<file path="src/inc/cmp_ctrl_pkg.sv">
package cmp_ctrl_pkg;
	// ------------------------------------------------------------
	// Register map
	// ------------------------------------------------------------
	localparam logic [7:0] ADDR_CMP0_CTRL = 8'h00;
	localparam logic [7:0] ADDR_CMP1_CTRL = 8'h04;
	localparam logic [7:0] ADDR_IRQ_STATUS = 8'h08;
	localparam logic [7:0] ADDR_IRQ_CLEAR = 8'h0c;
	localparam logic [7:0] ADDR_IRQ_ENABLE = 8'h10;
	localparam logic [7:0] ADDR_POWER_MODE = 8'h14;
	localparam logic [7:0] ADDR_PORT_DIR = 8'h18;
	localparam logic [7:0] ADDR_PORT_DATA = 8'h1c;
	localparam logic [7:0] ADDR_PORT_READ = 8'h20;
	localparam logic [7:0] ADDR_IRQ_SET = 8'h24;
	// ------------------------------------------------------------
	// Control register fields
	// ------------------------------------------------------------
	localparam int BIT_PIN_SELECT = 7;
	localparam int BIT_ON = 6;
	localparam int BIT_INVERT = 5;
	localparam int BIT_RESULT = 4;
	localparam int BIT_PATH_INTERNAL = 3;
	localparam int BIT_HYSTERESIS = 0;
	localparam logic [7:0] CTRL_WRITE_MASK = 8'he9;
	localparam logic [7:0] CTRL_RESET = 8'h81;
	// ------------------------------------------------------------
	// Misc
	// ------------------------------------------------------------
	localparam int NUM_CMP = 2;
	localparam int SYNC_STAGES = 2;
	localparam logic [1:0] RESP_OKAY = 2'h0;
	localparam logic [1:0] RESP_SLVERR = 2'h2;
endpackage

</file>
<file path="src/rtl/cmp_channel.sv">
`timescale 1ns/100ps
// One comparator channel: sync, polarity, change detect
module cmp_channel
	import cmp_ctrl_pkg::*;
(
	// Clock and reset
	input wire logic clk_sys_in,
	input wire logic reset_n_in,
	// Control
	input wire logic on_in,
	input wire logic invert_in,
	// Analog comparator raw result
	input wire logic raw_in,
	// Status
	output logic result_out,
	output logic change_out
);
	logic [SYNC_STAGES-1:0] sync;
	logic [SYNC_STAGES-1:0] next_sync;
	logic result;
	logic next_result;
	logic change;
	logic next_change;

	assign result_out = result;
	assign change_out = change;

	// Sync raw result, then apply polarity; only last stage is used
	always_comb begin
		next_sync = {sync[SYNC_STAGES-2:0], raw_in};
		next_result = result;
		if (on_in) begin
			next_result = sync[SYNC_STAGES-1] ^ invert_in;
		end
		next_change = next_result != result;
	end

	// Keeps running regardless of any low-power mode
	always_ff @(posedge clk_sys_in or negedge reset_n_in) begin
		if (!reset_n_in) begin
			sync <= '0;
			result <= 1'b0;
			change <= 1'b0;
		end else begin
			sync <= next_sync;
			result <= next_result;
			change <= next_change;
		end
	end

	AST_CHANGE_TRACKS_RESULT: assert property (@(posedge clk_sys_in)
		disable iff (!reset_n_in)
		change |-> result != $past(result))
		else $error("change pulse without result change");
	AST_POLARITY: assert property (@(posedge clk_sys_in)
		disable iff (!reset_n_in)
		on_in |=> result == ($past(sync[SYNC_STAGES-1]) ^ $past(invert_in)))
		else $error("result does not follow polarity");
endmodule

</file>
<file path="src/rtl/dual_comparator_control.sv">
`timescale 1ns/100ps
// Contract
// - Two channels, each with its own 8-bit control register, same layout.
// - A change of a result bit sets its flag and, if enabled, its interrupt.
// - Interrupts come from a change of the stored result bit, not the pin.
// - In sleep or idle with the comparator on, a flag-setting change wakes.
// - An enabled comparator keeps running and updating in sleep or idle.
// - While on, shared port reads give 0 where direction is 1, else data.
// - Bit 7 (reset 1) hands the input pins over and drops their pull-highs.
// - Bit 6 (reset 0) switches the comparator off when 0 and on when 1.
// - Bit 5 (reset 0) passes the result when 0 and inverts it when 1.
// - Bit 4 reads 1 when plus exceeds minus, the other way round if inverted.
// - Bit 3 routes the result to the output pin only when 0 and bit 7 is 1.
// - Bits 2 and 1 are unimplemented and read as zero.
// - Bit 0 (reset 1) turns on limited hysteresis when 1.
module dual_comparator_control
	import cmp_ctrl_pkg::*;
#(
	parameter int PORT_W = 2
) (
	// Clock and reset
	input wire logic clk_sys_in,
	input wire logic reset_n_in,
	// AXI4-Lite write address
	input wire logic [7:0] s_axi_awaddr,
	input wire logic s_axi_awvalid,
	output logic s_axi_awready,
	// AXI4-Lite write data
	input wire logic [31:0] s_axi_wdata,
	input wire logic [3:0] s_axi_wstrb,
	input wire logic s_axi_wvalid,
	output logic s_axi_wready,
	// AXI4-Lite write response
	output logic [1:0] s_axi_bresp,
	output logic s_axi_bvalid,
	input wire logic s_axi_bready,
	// AXI4-Lite read address
	input wire logic [7:0] s_axi_araddr,
	input wire logic s_axi_arvalid,
	output logic s_axi_arready,
	// AXI4-Lite read data
	output logic [31:0] s_axi_rdata,
	output logic [1:0] s_axi_rresp,
	output logic s_axi_rvalid,
	input wire logic s_axi_rready,
	// Analog side
	input wire logic [NUM_CMP-1:0] cmp_raw_in,
	output logic [NUM_CMP-1:0] cmp_power_on_out,
	output logic [NUM_CMP-1:0] cmp_hysteresis_on_out,
	output logic [NUM_CMP-1:0] cmp_pin_select_out,
	output logic [NUM_CMP-1:0] cmp_pullup_off_out,
	// External output pins
	output logic [NUM_CMP-1:0] cmp_output_pin_out,
	output logic [NUM_CMP-1:0] cmp_output_pin_oe_out,
	// Interrupt and wake
	output logic irq_out,
	output logic wake_out
);
	// ------------------------------------------------------------
	// State
	// ------------------------------------------------------------
	logic [7:0] ctrl [NUM_CMP];
	logic [7:0] next_ctrl [NUM_CMP];
	logic [NUM_CMP-1:0] status, next_status;
	logic [NUM_CMP-1:0] irq_en, next_irq_en;
	logic [1:0] power_mode, next_power_mode;
	logic [PORT_W-1:0] port_dir, next_port_dir;
	logic [PORT_W-1:0] port_data, next_port_data;
	logic [NUM_CMP-1:0] result;
	logic [NUM_CMP-1:0] change;
	logic [NUM_CMP-1:0] event_set;
	logic aw_held, next_aw_held;
	logic w_held, next_w_held;
	logic [7:0] aw_addr, next_aw_addr;
	logic [31:0] w_data, next_w_data;
	logic [3:0] w_strb, next_w_strb;
	logic bvalid, next_bvalid;
	logic [1:0] bresp, next_bresp;
	logic rvalid, next_rvalid;
	logic [1:0] rresp, next_rresp;
	logic [31:0] rdata, next_rdata;
	logic irq, next_irq;
	logic wake, next_wake;
	logic [NUM_CMP-1:0] pin_val, next_pin_val;
	logic [NUM_CMP-1:0] pin_oe, next_pin_oe;
	logic do_write;
	logic awready, wready, arready, next_awready, next_wready, next_arready;

	// ------------------------------------------------------------
	// Channels
	// ------------------------------------------------------------
	// One instance per channel, identical layout
	for (genvar i = 0; i < NUM_CMP; i++) begin : g_ch
		cmp_channel u_ch (
			.clk_sys_in(clk_sys_in),
			.reset_n_in(reset_n_in),
			.on_in(ctrl[i][BIT_ON]),
			.invert_in(ctrl[i][BIT_INVERT]),
			.raw_in(cmp_raw_in[i]),
			.result_out(result[i]),
			.change_out(change[i])
		);
		assign event_set[i] = change[i] && ctrl[i][BIT_ON];
	end

	// ------------------------------------------------------------
	// Bus handshake outputs
	// ------------------------------------------------------------
	assign s_axi_awready = awready;
	assign s_axi_wready = wready;
	assign s_axi_bvalid = bvalid;
	assign s_axi_bresp = bresp;
	assign s_axi_arready = arready;
	assign s_axi_rvalid = rvalid;
	assign s_axi_rresp = rresp;
	assign s_axi_rdata = rdata;
	assign irq_out = irq;
	assign wake_out = wake;
	assign cmp_output_pin_out = pin_val;
	assign cmp_output_pin_oe_out = pin_oe;
	assign do_write = aw_held && w_held && !bvalid;

	// Analog controls straight from register bits
	always_comb begin
		for (int i = 0; i < NUM_CMP; i++) begin
			cmp_power_on_out[i] = ctrl[i][BIT_ON];
			cmp_hysteresis_on_out[i] = ctrl[i][BIT_HYSTERESIS];
			cmp_pin_select_out[i] = ctrl[i][BIT_PIN_SELECT];
			cmp_pullup_off_out[i] = ctrl[i][BIT_PIN_SELECT];
		end
	end

	// ------------------------------------------------------------
	// Next-state logic
	// ------------------------------------------------------------
	// Address and data may arrive in either order; held until both
	always_comb begin
		next_aw_held = aw_held;
		next_w_held = w_held;
		next_aw_addr = aw_addr;
		next_w_data = w_data;
		next_w_strb = w_strb;
		next_bvalid = bvalid;
		next_bresp = bresp;
		next_rvalid = rvalid;
		next_rresp = rresp;
		next_rdata = rdata;
		next_status = status;
		next_irq_en = irq_en;
		next_power_mode = power_mode;
		next_port_dir = port_dir;
		next_port_data = port_data;
		for (int i = 0; i < NUM_CMP; i++) begin
			next_ctrl[i] = ctrl[i];
			// Result bit is read-only, refreshed from the channel
			next_ctrl[i][BIT_RESULT] = result[i];
		end
		if (s_axi_awvalid && s_axi_awready) begin
			next_aw_held = 1'b1;
			next_aw_addr = s_axi_awaddr;
		end
		if (s_axi_wvalid && s_axi_wready) begin
			next_w_held = 1'b1;
			next_w_data = s_axi_wdata;
			next_w_strb = s_axi_wstrb;
		end
		if (do_write) begin
			next_aw_held = 1'b0;
			next_w_held = 1'b0;
			next_bvalid = 1'b1;
			next_bresp = RESP_OKAY;
			if (w_strb[0]) begin
				case (aw_addr)
					ADDR_CMP0_CTRL, ADDR_CMP1_CTRL: begin
						next_ctrl[aw_addr[2]] = (w_data[7:0] & CTRL_WRITE_MASK)
							| {3'h0, result[aw_addr[2]], 4'h0};
					end
					ADDR_IRQ_CLEAR: next_status = status & ~w_data[NUM_CMP-1:0];
					ADDR_IRQ_SET: next_status = status | w_data[NUM_CMP-1:0];
					ADDR_IRQ_ENABLE: next_irq_en = w_data[NUM_CMP-1:0];
					ADDR_POWER_MODE: next_power_mode = w_data[1:0];
					ADDR_PORT_DIR: next_port_dir = w_data[PORT_W-1:0];
					ADDR_PORT_DATA: next_port_data = w_data[PORT_W-1:0];
					ADDR_IRQ_STATUS, ADDR_PORT_READ: next_bresp = RESP_OKAY;
					default: next_bresp = RESP_SLVERR;
				endcase
			end
		end
		// Hardware set wins over a same-cycle clear
		next_status = next_status | event_set;
		if (bvalid && s_axi_bready) begin
			next_bvalid = 1'b0;
		end
		if (rvalid && s_axi_rready) begin
			next_rvalid = 1'b0;
		end
		if (s_axi_arvalid && s_axi_arready) begin
			next_rvalid = 1'b1;
			next_rresp = RESP_OKAY;
			next_rdata = '0;
			case (s_axi_araddr)
				ADDR_CMP0_CTRL: next_rdata[7:0] = ctrl[0];
				ADDR_CMP1_CTRL: next_rdata[7:0] = ctrl[1];
				ADDR_IRQ_STATUS: next_rdata[NUM_CMP-1:0] = status;
				ADDR_IRQ_CLEAR, ADDR_IRQ_SET: next_rdata = '0;
				ADDR_IRQ_ENABLE: next_rdata[NUM_CMP-1:0] = irq_en;
				ADDR_POWER_MODE: next_rdata[1:0] = power_mode;
				ADDR_PORT_DIR: next_rdata[PORT_W-1:0] = port_dir;
				ADDR_PORT_DATA: next_rdata[PORT_W-1:0] = port_data;
				ADDR_PORT_READ: begin
					// Pins owned by a live comparator read back as 0
					if (ctrl[0][BIT_ON] || ctrl[1][BIT_ON]) begin
						next_rdata[PORT_W-1:0] = port_data & ~port_dir;
					end else begin
						next_rdata[PORT_W-1:0] = port_data;
					end
				end
				default: next_rresp = RESP_SLVERR;
			endcase
		end
	end

	// Interrupt, wake and pin drive
	always_comb begin
		next_irq = |(next_status & next_irq_en);
		next_awready = !next_aw_held && !next_bvalid;
		next_wready = !next_w_held && !next_bvalid;
		next_arready = !next_rvalid;
		// Wake only on a new event, so a pre-set flag masks it
		next_wake = (power_mode != 2'h0)
			&& |(event_set & ~status);
		for (int i = 0; i < NUM_CMP; i++) begin
			next_pin_oe[i] = ctrl[i][BIT_PIN_SELECT]
				&& !ctrl[i][BIT_PATH_INTERNAL];
			next_pin_val[i] = next_pin_oe[i] && result[i];
		end
	end

	// ------------------------------------------------------------
	// Registers
	// ------------------------------------------------------------
	always_ff @(posedge clk_sys_in or negedge reset_n_in) begin
		if (!reset_n_in) begin
			for (int i = 0; i < NUM_CMP; i++) begin
				ctrl[i] <= CTRL_RESET;
			end
			status <= '0;
			irq_en <= '0;
			power_mode <= '0;
			port_dir <= '0;
			port_data <= '0;
			aw_held <= 1'b0;
			w_held <= 1'b0;
			aw_addr <= '0;
			w_data <= '0;
			w_strb <= '0;
			bvalid <= 1'b0;
			bresp <= RESP_OKAY;
			rvalid <= 1'b0;
			rresp <= RESP_OKAY;
			rdata <= '0;
			irq <= 1'b0;
			wake <= 1'b0;
			pin_val <= '0;
			pin_oe <= '0;
			awready <= 1'b1;
			wready <= 1'b1;
			arready <= 1'b1;
		end else begin
			ctrl <= next_ctrl;
			status <= next_status;
			irq_en <= next_irq_en;
			power_mode <= next_power_mode;
			port_dir <= next_port_dir;
			port_data <= next_port_data;
			aw_held <= next_aw_held;
			w_held <= next_w_held;
			aw_addr <= next_aw_addr;
			w_data <= next_w_data;
			w_strb <= next_w_strb;
			bvalid <= next_bvalid;
			bresp <= next_bresp;
			rvalid <= next_rvalid;
			rresp <= next_rresp;
			rdata <= next_rdata;
			irq <= next_irq;
			wake <= next_wake;
			pin_val <= next_pin_val;
			pin_oe <= next_pin_oe;
			awready <= next_awready;
			wready <= next_wready;
			arready <= next_arready;
		end
	end

	// ------------------------------------------------------------
	// Checks
	// ------------------------------------------------------------
	AST_FLAG_ON_CHANGE: assert property (@(posedge clk_sys_in)
		disable iff (!reset_n_in)
		event_set[0] |=> status[0])
		else $error("channel 0 flag not set on change");
	AST_IRQ_LEVEL: assert property (@(posedge clk_sys_in)
		disable iff (!reset_n_in)
		(event_set[1] && irq_en[1]) |=> irq)
		else $error("enabled change did not raise interrupt");
	AST_WAKE: assert property (@(posedge clk_sys_in)
		disable iff (!reset_n_in)
		(power_mode != 2'h0 && |(event_set & ~status)) |=> wake)
		else $error("no wake on change in low power");
	AST_RESERVED_ZERO: assert property (@(posedge clk_sys_in)
		disable iff (!reset_n_in)
		ctrl[0][2:1] == 2'h0 && ctrl[1][2:1] == 2'h0)
		else $error("reserved bits not zero");
	AST_PIN_PATH: assert property (@(posedge clk_sys_in)
		disable iff (!reset_n_in)
		(ctrl[0][BIT_PATH_INTERNAL] || !ctrl[0][BIT_PIN_SELECT])
		|=> !cmp_output_pin_oe_out[0])
		else $error("output pin driven while internal");
	AST_RESULT_BIT: assert property (@(posedge clk_sys_in)
		disable iff (!reset_n_in)
		ctrl[1][BIT_RESULT] == $past(result[1]))
		else $error("result bit lags channel");
	AST_OFF_NO_EVENT: assert property (@(posedge clk_sys_in)
		disable iff (!reset_n_in)
		!ctrl[0][BIT_ON] |=> ##1 $stable(ctrl[0][BIT_RESULT]))
		else $error("result moved while comparator off");
	AST_SYNC_DELAY: assert property (@(posedge clk_sys_in)
		disable iff (!reset_n_in)
		($rose(cmp_raw_in[0]) && ctrl[0][BIT_ON] && !ctrl[0][BIT_INVERT])
		##1 (ctrl[0][BIT_ON] && !ctrl[0][BIT_INVERT] && cmp_raw_in[0])
		##1 (ctrl[0][BIT_ON] && !ctrl[0][BIT_INVERT])
		|=> result[0])
		else $error("synchronised result late");
endmodule

</file>
<file path="config.mk">
export PLATFORM = sky130hd
export DESIGN_NAME = dual_comparator_control
export DESIGN_NICKNAME = d
export VERILOG_FILES = /design/src/inc/cmp_ctrl_pkg.sv /design/src/rtl/cmp_channel.sv /design/src/rtl/dual_comparator_control.sv
export SDC_FILE = /design/constraint.sdc
export NUM_CORES = 1
export LEC_CHECK = 0
export BUFFER_PORTS_ARGS = -buffer_cell sky130_fd_sc_hd__buf_2
export CAP_MARGIN = 20
export CORE_MARGIN = 5
export CORE_UTILIZATION = 53
export CTS_CLUSTER_DIAMETER = 30
export CTS_CLUSTER_SIZE = 40
export DETAILED_ROUTE_END_ITERATION = 10
export PLACE_DENSITY = 0.85
export SETUP_SLACK_MARGIN = 0.5
export SLEW_MARGIN = 25
export SYNTH_ARGS = -nofsm -noshare
export SYNTH_HDL_FRONTEND = slang
export SYNTH_SLANG_ARGS = --single-unit
export TNS_END_PERCENT = 5
</file>
<file path="constraint.sdc">
create_clock -name clk_sys_in -period 5.6 [get_ports clk_sys_in]
set_input_delay 1.68 -clock clk_sys_in [delete_from_list [all_inputs] [get_ports clk_sys_in]]
set_output_delay 1.68 -clock clk_sys_in [all_outputs]
set_load 0.02 [all_outputs]
</file>
==> metrics.txt, run 1 <==
CP Capture Type flop; total CTS buffers 9; largest net degree at the start of global routing 40; routed length per instance 15.4 um; synthesized area per cell 11.8 um2; Hold-fix buffers, CTS 0; startpoint types input port; Worst slew margin 57.9%; total power 1.48 mW; IO Pins 116; Root Driver clkbuf_8; Min-Delay Path Class reg2reg; endpoints failing setup 0; yosys warns 0; Synth area leader dfrtp_1; Fillers 440; global-route wire length before repair 10100 um; Synth Flop Type dfrtp_1; vias in the first global route 2184; ys async rst share 100%; Detailed Route Iter0 Violations 111; slowest cell on the critical path nor4b_2; Total GRT Usage 17.4%; Design Area, Final 0.00353 mm2; layout cells sized above 1 39.1%; Worst Max-Slew Pin Slew 0.632 ns; DR pass1 iterations 4; Seq/Total Area, Yosys 54.3%; Int Power 1.01 mW; residual DRC count 0; switching share of power 31.8%; Worst-Skew Late Latency 0.34 ns; flops & latches, synth 67; clock slew at reported path FFs 0.07 ns; fin nets 381; die height 86.5 um; vias post-DR 2067; number of synthesized flops with an enable pin 0; Seq pwr share 49.0%; P&R area growth vs syn 13.7%; CP Max Fanout 10; number of vias per cell 5.21; RSZ-0062 raised after global routing no; CTS HTree Levels 3; TritonCTS clock tree done; mapped cell area 0.00311 mm2; Syn Inst Count 263; Initial Utilization 55.4%; delay of the slowest critical-path stage 0.56 ns; Port Buffer Count 59; Die W 86.5 um; Overflow after GRT 0; Placed Area 0.00331 mm2; WP data arrival 3.08 ns; net switching power 0.470 mW; GP Congestion 0.776; minimum clock period 2.83 ns; Final Hold Violating Endpoints 0; Setup CP Type in2reg; antenna cell count 0; Yosys cell types 42; Total Wirelength 6120 um; initial antenna violation count 0; Max Root-Sink Buffers 2; Static Leak 1.73 nW; Post-Layout Cell Count 397; area of the core 0.00561 mm2; most frequent cell after synthesis dfrtp_1; Clock Skew 0.00773 ns; antenna-violating nets left 0; post-synth top area share 48.3%; status finished, final reports clean; ranking of synthesized cells by area dfrtp_1 (48%), mux2_2 (12%), buf_4 (8.5%); worst path cell trace buf_2 > or2_2 > nor4b_2 > a22oi_1 > o21ai_0; leading cell types by count after synthesis dfrtp_1 (60), buf_4 (35), mux2_2 (34); placed cells 381; Tcrit/Tclk final 50.6%; CP required 5.85 ns; max_cap viols 0; peak supply drop 0.000296 V; Post-CTS Resized 0; Clk pwr share 29.3%; clock sink total 67; Std-Cell Rows 27; DPL Wire Length 4510 um; Logic pwr share 21.7%; f_max 353 MHz; total negative slack 0 ns; Power Density 418 mW/mm2; post-CTS setup buffers 0; die area 0.00749 mm2; Slew Limit Fails 0
==> cell type report <==
cell class	instances	area, um2	area share, %
sequential	67	1690	47.7
multi-input combinational	178	1220	34.6
timing repair buffer	60	303	8.58
clock buffer	10	128	3.61
tap	72	90.1	2.55
clock inverter	6	88.8	2.52
inverter	4	15.0	0.425
==> per-layer routing <==
metal	GRT usage, %	share of wire, %
met4	6.37	1.2
met1	21.9	41
met3	4.94	7.6
met5	0	0
met2	28.8	51
==> worst paths after layout <==
kind | startpoint | endpoint | slack, ns | depth (start not counted)
min | g_ch[1].u_ch.sync[0]$_DFF_PN0_ | g_ch[1].u_ch.sync[1]$_DFF_PN0_ | 0.35 | 0
min in group asynchronous | reset_n_in | w_data[5]$_DFFE_PN0P_ | 1.35 | 1
max reg2reg | aw_addr[1]$_DFFE_PN0P_ | irq_out$_DFF_PN0_ | 3.68 | 5
min reg2reg | g_ch[1].u_ch.sync[0]$_DFF_PN0_ | g_ch[1].u_ch.sync[1]$_DFF_PN0_ | 0.35 | 0
max | s_axi_araddr[3] | s_axi_rdata[5]$_DFFE_PN0P_ | 2.77 | 5
max in group asynchronous | reset_n_in | cmp_hysteresis_on_out[0]$_DFFE_PN1P_ | 3.30 | 2
==> power by group through the flow <==
stage	clock network, mW	logic [mW]	registers (mW)
2_1_floorplan	0	0.247	0.718
3_3_place_gp	0	0.308	0.721
3_5_place_dp	0	0.323	0.732
4_1_cts	0.441	0.325	0.725
5_1_grt	0.463	0.352	0.745
6_report	0.433	0.321	0.724
==> cells by family after synthesis <==
group	count (synthesis)	synth area share, %
other cells	1	0.121
flops	67	54.3
xor+xnor	2	0.564
compound gates	39	7.98
mux	35	12.7
buf+inv	44	9.55
simple gates	75	14.9
==> state kept, by name, indices dropped and copies added (netlist names), 2 cells and up <==
signal                 cells
s_axi_rdata                7
cmp_output_pin_oe_out      2
port_data                  2
g_ch.u_ch.result_out       2
cmp_power_on_out           2
power_mode                 2
g_ch.u_ch.change_out       2
cmp_pin_select_out         2
g_ch.u_ch.sync             4
cmp_output_pin_out         2
w_data                     6
port_dir                   2
status                     2
cmp_hysteresis_on_out      2
ctrl                       6
aw_addr                    8
irq_en                     2
==> critical path, delay by kind of cell <==
family                 cells  cell delay (ns)
and+or+nand+nor            2             0.89
buffers and inverters      1             0.16
AOI/OAI and AO/OA          2             0.35
==> placed cells by master, fill, tap and decap left out, types with 3 or more instances in the layout <==
cell type	Yosys	routed
o21a_1	4	4
or3b_2	3	3
inv_1	4	4
a22oi_1	5	5
a21oi_1	6	6
and2_1	5	5
nand2_1	21	21
mux2_2	34	34
dfstp_2	7	7
nor3_1	4	4
dfrtp_1	60	60
buf_2	0	59
o21ai_0	13	13
conb_1	1	27
nand3b_1	4	4
nor2b_1	3	3
clkbuf_8	0	9
nand3_1	3	3
nor2_1	16	16
==> through the flow <==
| stage | util, % | setup WS [ns] | hold WS, ns |
|---|---|---|---|
| 3_5_place_dp | 59.1 | 2.46 | 0.336 |
| 6_report | 63.0 | 2.77 | 0.351 |
| 3_3_place_gp | 59.1 | 2.51 | 0.335 |
| 4_1_cts | 63.0 | 2.77 | 0.353 |
| 2_1_floorplan | - | 2.71 | 0.331 |
| 5_1_grt | 63.0 | 2.66 | 0.372 |
Note: power is estimated with default switching activity, not from simulation.
==> run 2, diff against run 1 <==
Settings changed: CORE_UTILIZATION 53 to 44, PLACE_DENSITY 0.85 to 0.76.
Clock period 5.6 ns to 2.6 ns, I/O delays scaled along.
==> metrics.txt, run 2 (same netlist as run 1, synthesis figures left out) <==
endpoints failing setup 0 (unchanged); Power Density 866 mW/mm2 (was 418 mW/mm2); CP required 2.82 ns (was 5.85 ns); status finished, final reports clean (unchanged); leading cell types in the layout, fill and taps excluded dfrtp_1 (60), buf_2 (59), mux2_2 (34), conb_1 (27), nand2_1 (21) (unchanged); fin nets 382 (was 381); die area 0.00884 mm2 (was 0.00749 mm2); Worst-Skew Late Latency 0.34 ns (about the same); total negative slack 0 ns (unchanged); RSZ-0062 raised after global routing no (unchanged); Top reg by flops aw_addr (unchanged); Root Driver clkbuf_8 (unchanged); Post-Place Worst Slack 0.493 ns (was 2.46 ns); minimum clock period 1.92 ns; Tcrit/Tclk final 73.9%; delay of the slowest critical-path stage 0.57 ns (was 0.56 ns); clock sink total 67 (unchanged); TritonCTS clock tree done (unchanged); GP Congestion 0.755 (was 0.776); Hold-fix buffers, CTS 0 (unchanged); slowest cell on the critical path or4b_4 (was nor4b_2); Min-Delay Path Class reg2reg (unchanged); Port Buffer Count 59 (unchanged); post-CTS setup buffers 0 (unchanged); Std-Cell Rows 30 (was 27); residual DRC count 0 (unchanged); Post-CTS Resized 0 (unchanged); Detailed Route Iter0 Violations 87 (was 111); f_max 520 MHz; CP Max Fanout 5 (was 10); DPL Wire Length 4330 um (was 4510 um); total CTS buffers 9 (unchanged); max_cap viols 0 (unchanged); Slew Limit Fails 0 (unchanged); antenna cell count 0 (unchanged); WL met2 2460 um (was 3090 um); most common cell after layout, fill and taps aside dfrtp_1 (unchanged); DR pass1 iterations 4 (unchanged); Largest register FFs 8 (unchanged); min setup slack post-route 0.678 ns (was 2.77 ns); DR top layer met4 (unchanged); vias in the first global route 1864 (was 2184); Final Hold Violating Endpoints 0 (unchanged); die height 94.0 um (was 86.5 um); Min Hold Slack 0.352 ns (was 0.351 ns); layout cells sized above 1 39.3% (was 39.1%); Worst slew margin 61.1% (was 57.9%); antenna-violating nets left 0 (unchanged); vias post-DR 2025 (was 2067); Overflow after GRT 0 (unchanged); Setup CP Type reg2reg (was in2reg); initial antenna violation count 0 (unchanged); Die W 94.0 um (was 86.5 um); WP data arrival 2.14 ns (was 3.08 ns); peak supply drop 0.000455 V (was 0.000296 V); largest net degree at the start of global routing 43 (was 40); CP Capture Type flop (unchanged); Static Leak 1.73 nW (about the same); global-route wire length before repair 8960 um (was 10100 um); total power 3.09 mW (was 1.48 mW); met3 wire length 489 um (was 462 um); startpoint types flop (was input port); largest delay contributor family on the critical path simple AND/OR/NAND/NOR gates (unchanged); Max Root-Sink Buffers 2 (unchanged); IO Pins 116 (unchanged); CTS HTree Levels 3 (unchanged); worst path cell trace or4b_4 > nor2_1 > nand4_1 > mux2_2 (was buf_2 > or2_2 > nor4b_2 > a22oi_1 > o21ai_0); Total GRT Usage 13.2% (was 17.4%); Initial Utilization 45.5% (was 55.4%); Clock Skew 0.0133 ns (was 0.00773 ns); P&R area growth vs syn 14.9% (was 13.7%); number of vias per cell 4.80 (was 5.21); routed length per instance 13.2 um (was 15.4 um); clock slew at reported path FFs 0.06 ns (was 0.07 ns); Total Wirelength 5570 um (was 6120 um); CP Buf/Inv Count 0 (was 1); Worst Max-Slew Pin Slew 0.584 ns (was 0.632 ns); area of the core 0.00683 mm2 (was 0.00561 mm2); Final Util 52.3% (was 63.0%); routed metal-1 wirelength 2540 um (was 2490 um)
-- run 2: stage by stage --
step	cells	cell area, um2
2_1_floorplan	289	3200
3_3_place_gp	406	3360
3_5_place_dp	406	3360
4_1_cts	422	3570
5_1_grt	422	3570
6_report	422	3570
-- run 2: worst register-to-register path: cells and delay by family, from the launching register on --
| kind | cells | cell delay [ns] |
|---|---|---|
| and+or+nand+nor | 3 | 1.02 |
| DFF | 1 | 0.41 |
| muxes | 1 | 0.37 |
-- run 2: final cells by class --
class | count | area [um2]
multi-input cells | 178 | 1220
fillers | 605 | 3260
flip-flops and latches | 67 | 1690
clock inverters | 4 | 50.0
repair buffers | 61 | 323
well taps | 96 | 120
inverters | 4 | 15.0
clock buffers | 12 | 155
-- run 2: power breakdown --
group	switching [mW]	internal (mW)
Sequential	0.246	1.31
Clock	0.367	0.494
Combinational	0.356	0.324
Total	0.969	2.12
-- run 2: final timing paths --
check	start	to	slack [ns]	cells after the start
max in group asynchronous	reset_n_in	cmp_hysteresis_on_out[1]$_DFFE_PN1P_	1.48	2
worst max-delay path	aw_addr[5]$_DFFE_PN0P_	cmp_power_on_out[1]$_DFFE_PN0P_	0.68	4
worst min-delay path	g_ch[1].u_ch.sync[0]$_DFF_PN0_	g_ch[1].u_ch.sync[1]$_DFF_PN0_	0.35	0
worst min register to register	g_ch[1].u_ch.sync[0]$_DFF_PN0_	g_ch[1].u_ch.sync[1]$_DFF_PN0_	0.35	0
worst max register to register	aw_addr[5]$_DFFE_PN0P_	cmp_power_on_out[1]$_DFFE_PN0P_	0.68	4
min in group asynchronous	reset_n_in	w_data[0]$_DFFE_PN0P_	0.45	1
-- run 2: metal layers --
metal	global-route usage, %	vias to the layer above
met3	4.01	10
met5	0	-
li1	-	986
met2	18.9	74
met1	18.3	955
met4	5.78	0
==> run 3, diff against run 2 <==
Settings changed: CORE_UTILIZATION 44 to 49, PLACE_DENSITY 0.76 to 0.8.
Clock period 2.6 ns to 1.8 ns, I/O delays scaled along.
==> metrics.txt, run 3 (same netlist as run 1, synthesis figures left out) <==
status finished, violations left (was finished, final reports clean); violated checks negative setup slack; most common cell after layout, fill and taps aside dfrtp_1 (unchanged); Total GRT Usage 16.8% (was 13.2%); die area 0.00803 mm2 (was 0.00884 mm2); endpoints failing setup 6 (was 0); layout cells sized above 1 47.7% (was 39.3%); fin nets 398 (was 382); Top reg by flops aw_addr (unchanged); DPL Wire Length 4440 um (was 4330 um); Fillers 465 (was 605); DR pass1 iterations 4 (unchanged); CTS HTree Levels 3 (unchanged); Clk pwr share 25.5% (was 27.8%); number of vias per cell 5.05 (was 4.80); CP required 2.02 ns (was 2.82 ns); peak supply drop 0.000783 V (was 0.000455 V); Worst-Skew Late Latency 0.33 ns (was 0.34 ns); TritonCTS clock tree done (unchanged); Detailed Route Iter0 Violations 120 (was 87); min setup slack post-route -0.107 ns (was 0.678 ns); Largest register FFs 8 (unchanged); WP data arrival 2.13 ns (was 2.14 ns); Root Driver clkbuf_8 (unchanged); Design Area, Final 0.00399 mm2 (was 0.00357 mm2); Logic pwr share 28.0% (was 22.0%); Slew Limit Fails 0 (unchanged); RSZ-0062 raised after global routing yes (was no); Std-Cell Rows 29 (was 30); GP Congestion 0.805 (was 0.755); post-CTS setup buffers 0 (unchanged); Static Leak 1.90 nW (was 1.73 nW); Seq pwr share 46.5% (was 50.2%); CP Max Fanout 3 (was 5); initial antenna violation count 0 (unchanged); vias in the first global route 2151 (was 1864); Setup CP Type reg2reg (unchanged); Max Root-Sink Buffers 2 (unchanged); Int Power 3.28 mW (was 2.12 mW); antenna-violating nets left 0 (unchanged); max_cap viols 0 (unchanged); net switching power 1.55 mW (was 0.969 mW); Die W 89.6 um (was 94.0 um); P&R area growth vs syn 28.6% (was 14.9%); total negative slack -0.301 ns (was 0 ns); f_max 524 MHz (was 520 MHz); area of the core 0.00624 mm2 (was 0.00683 mm2); antenna cell count 0 (unchanged); Overflow after GRT 0 (unchanged); global-route wire length before repair 10100 um (was 8960 um); Tcrit/Tclk final 106% (was 73.9%); minimum clock period 1.91 ns (was 1.92 ns); startpoint types flop (unchanged); Power Density 1210 mW/mm2 (was 866 mW/mm2); Port Buffer Count 59 (unchanged); Min-Delay Path Class in2async (was reg2reg); routed length per instance 15.5 um (was 13.2 um); Hold-fix buffers, CTS 0 (unchanged); vias post-DR 2116 (was 2025); residual DRC count 0 (unchanged); die height 89.6 um (was 94.0 um); IO Pins 116 (unchanged); Clock Skew 0.0124 ns (was 0.0133 ns); clock slew at reported path FFs 0.08 ns (was 0.06 ns); leading cell types in the layout, fill and taps excluded dfrtp_1 (58), buf_6 (32), buf_2 (31), mux2_2 (27), conb_1 (27) (was dfrtp_1 (60), buf_2 (59), mux2_2 (34), conb_1 (27), nand2_1 (21)); total CTS buffers 9 (unchanged); Initial Utilization 49.8% (was 45.5%); Final Hold Violating Endpoints 0 (unchanged); clock sink total 67 (unchanged); CP Capture Type flop (unchanged); switching share of power 32.1% (was 31.3%); Total Wirelength 6500 um (was 5570 um); largest net degree at the start of global routing 68 (was 43); Placed Area 0.00347 mm2 (was 0.00336 mm2)
[run 3: routing by layer]
metal	part of all wire, %	routed length, um	GRT usage [%]	vias to the layer above
met2	50	3250	26.9	79
li1	-	-	-	1007
met3	7.2	469	5.47	8
met5	0	0	0	-
met4	1.4	90	6.22	0
met1	41	2680	21.3	1022
[run 3: layout make-up]
cell class | instances | area, um2 | share of cell area, %
Timing Repair Buffer | 77 | 641 | 16.0
Tap cell | 77 | 96.3 | 2.41
Clock buffer | 10 | 138 | 3.45
Multi-Input combinational cell | 178 | 1350 | 33.9
Clock inverter | 6 | 62.6 | 1.57
Inverter | 4 | 15.0 | 0.376
Sequential cell | 67 | 1690 | 42.3
[run 3: path summary, 6_finish.rpt]
check	from	to	slack, ns	cells past startpoint
min in group clk_sys_in	cmp_raw_in[0]	g_ch[0].u_ch.sync[0]$_DFF_PN0_	0.31	1
worst max-delay path	aw_addr[5]$_DFFE_PN0P_	irq_out$_DFF_PN0_	-0.11	6
max in group asynchronous	reset_n_in	cmp_pin_select_out[1]$_DFFE_PN1P_	1.27	2
worst min register to register	g_ch[0].u_ch.sync[0]$_DFF_PN0_	g_ch[0].u_ch.sync[1]$_DFF_PN0_	0.35	0
worst max register to register	aw_addr[5]$_DFFE_PN0P_	irq_out$_DFF_PN0_	-0.11	6
worst min-delay path	reset_n_in	s_axi_rdata[7]$_DFFE_PN0P_	0.20	2
[run 3: power by group through the flow]
stage	Combinational (mW)	Clock, mW	Sequential, mW
after global routing	1.47	1.35	2.30
after CTS	1.32	1.26	2.23
final	1.36	1.23	2.25
after global placement	1.15	0	2.20
after floorplan	0.768	0	2.23
after detailed placement	1.19	0	2.23
[run 3: worst max-delay path, cell delays in order (launching register included)]
cell and delay [ns]:
dfrtp_1 0.41, buf_6 0.13, nand4b_1 0.21, nor4b_4 0.34, nand3b_1 0.18, mux2_2 0.32, a22o_1 0.21
[run 3: repair_timing]
| item | in CTS | in global routing |
|---|---|---|
| gates resized for setup | 80 | 23 |
| setup endpoints to repair | 63 | 58 |
| pin swaps | 8 | 13 |
[run 3: stage by stage]
stage	cells	hold WS (ns)	setup slack (ns)	power, mW	utilization [%]
2_1_floorplan	289	0.244	0.0921	3.00	-
3_3_place_gp	403	0.336	-0.0228	3.35	55.6
4_1_cts	419	0.217	-0.0789	4.81	62.6
5_1_grt	419	0.217	-0.177	5.12	64.0
6_report	419	0.203	-0.107	4.84	64.0
3_5_place_dp	403	0.335	-0.0599	3.42	55.6
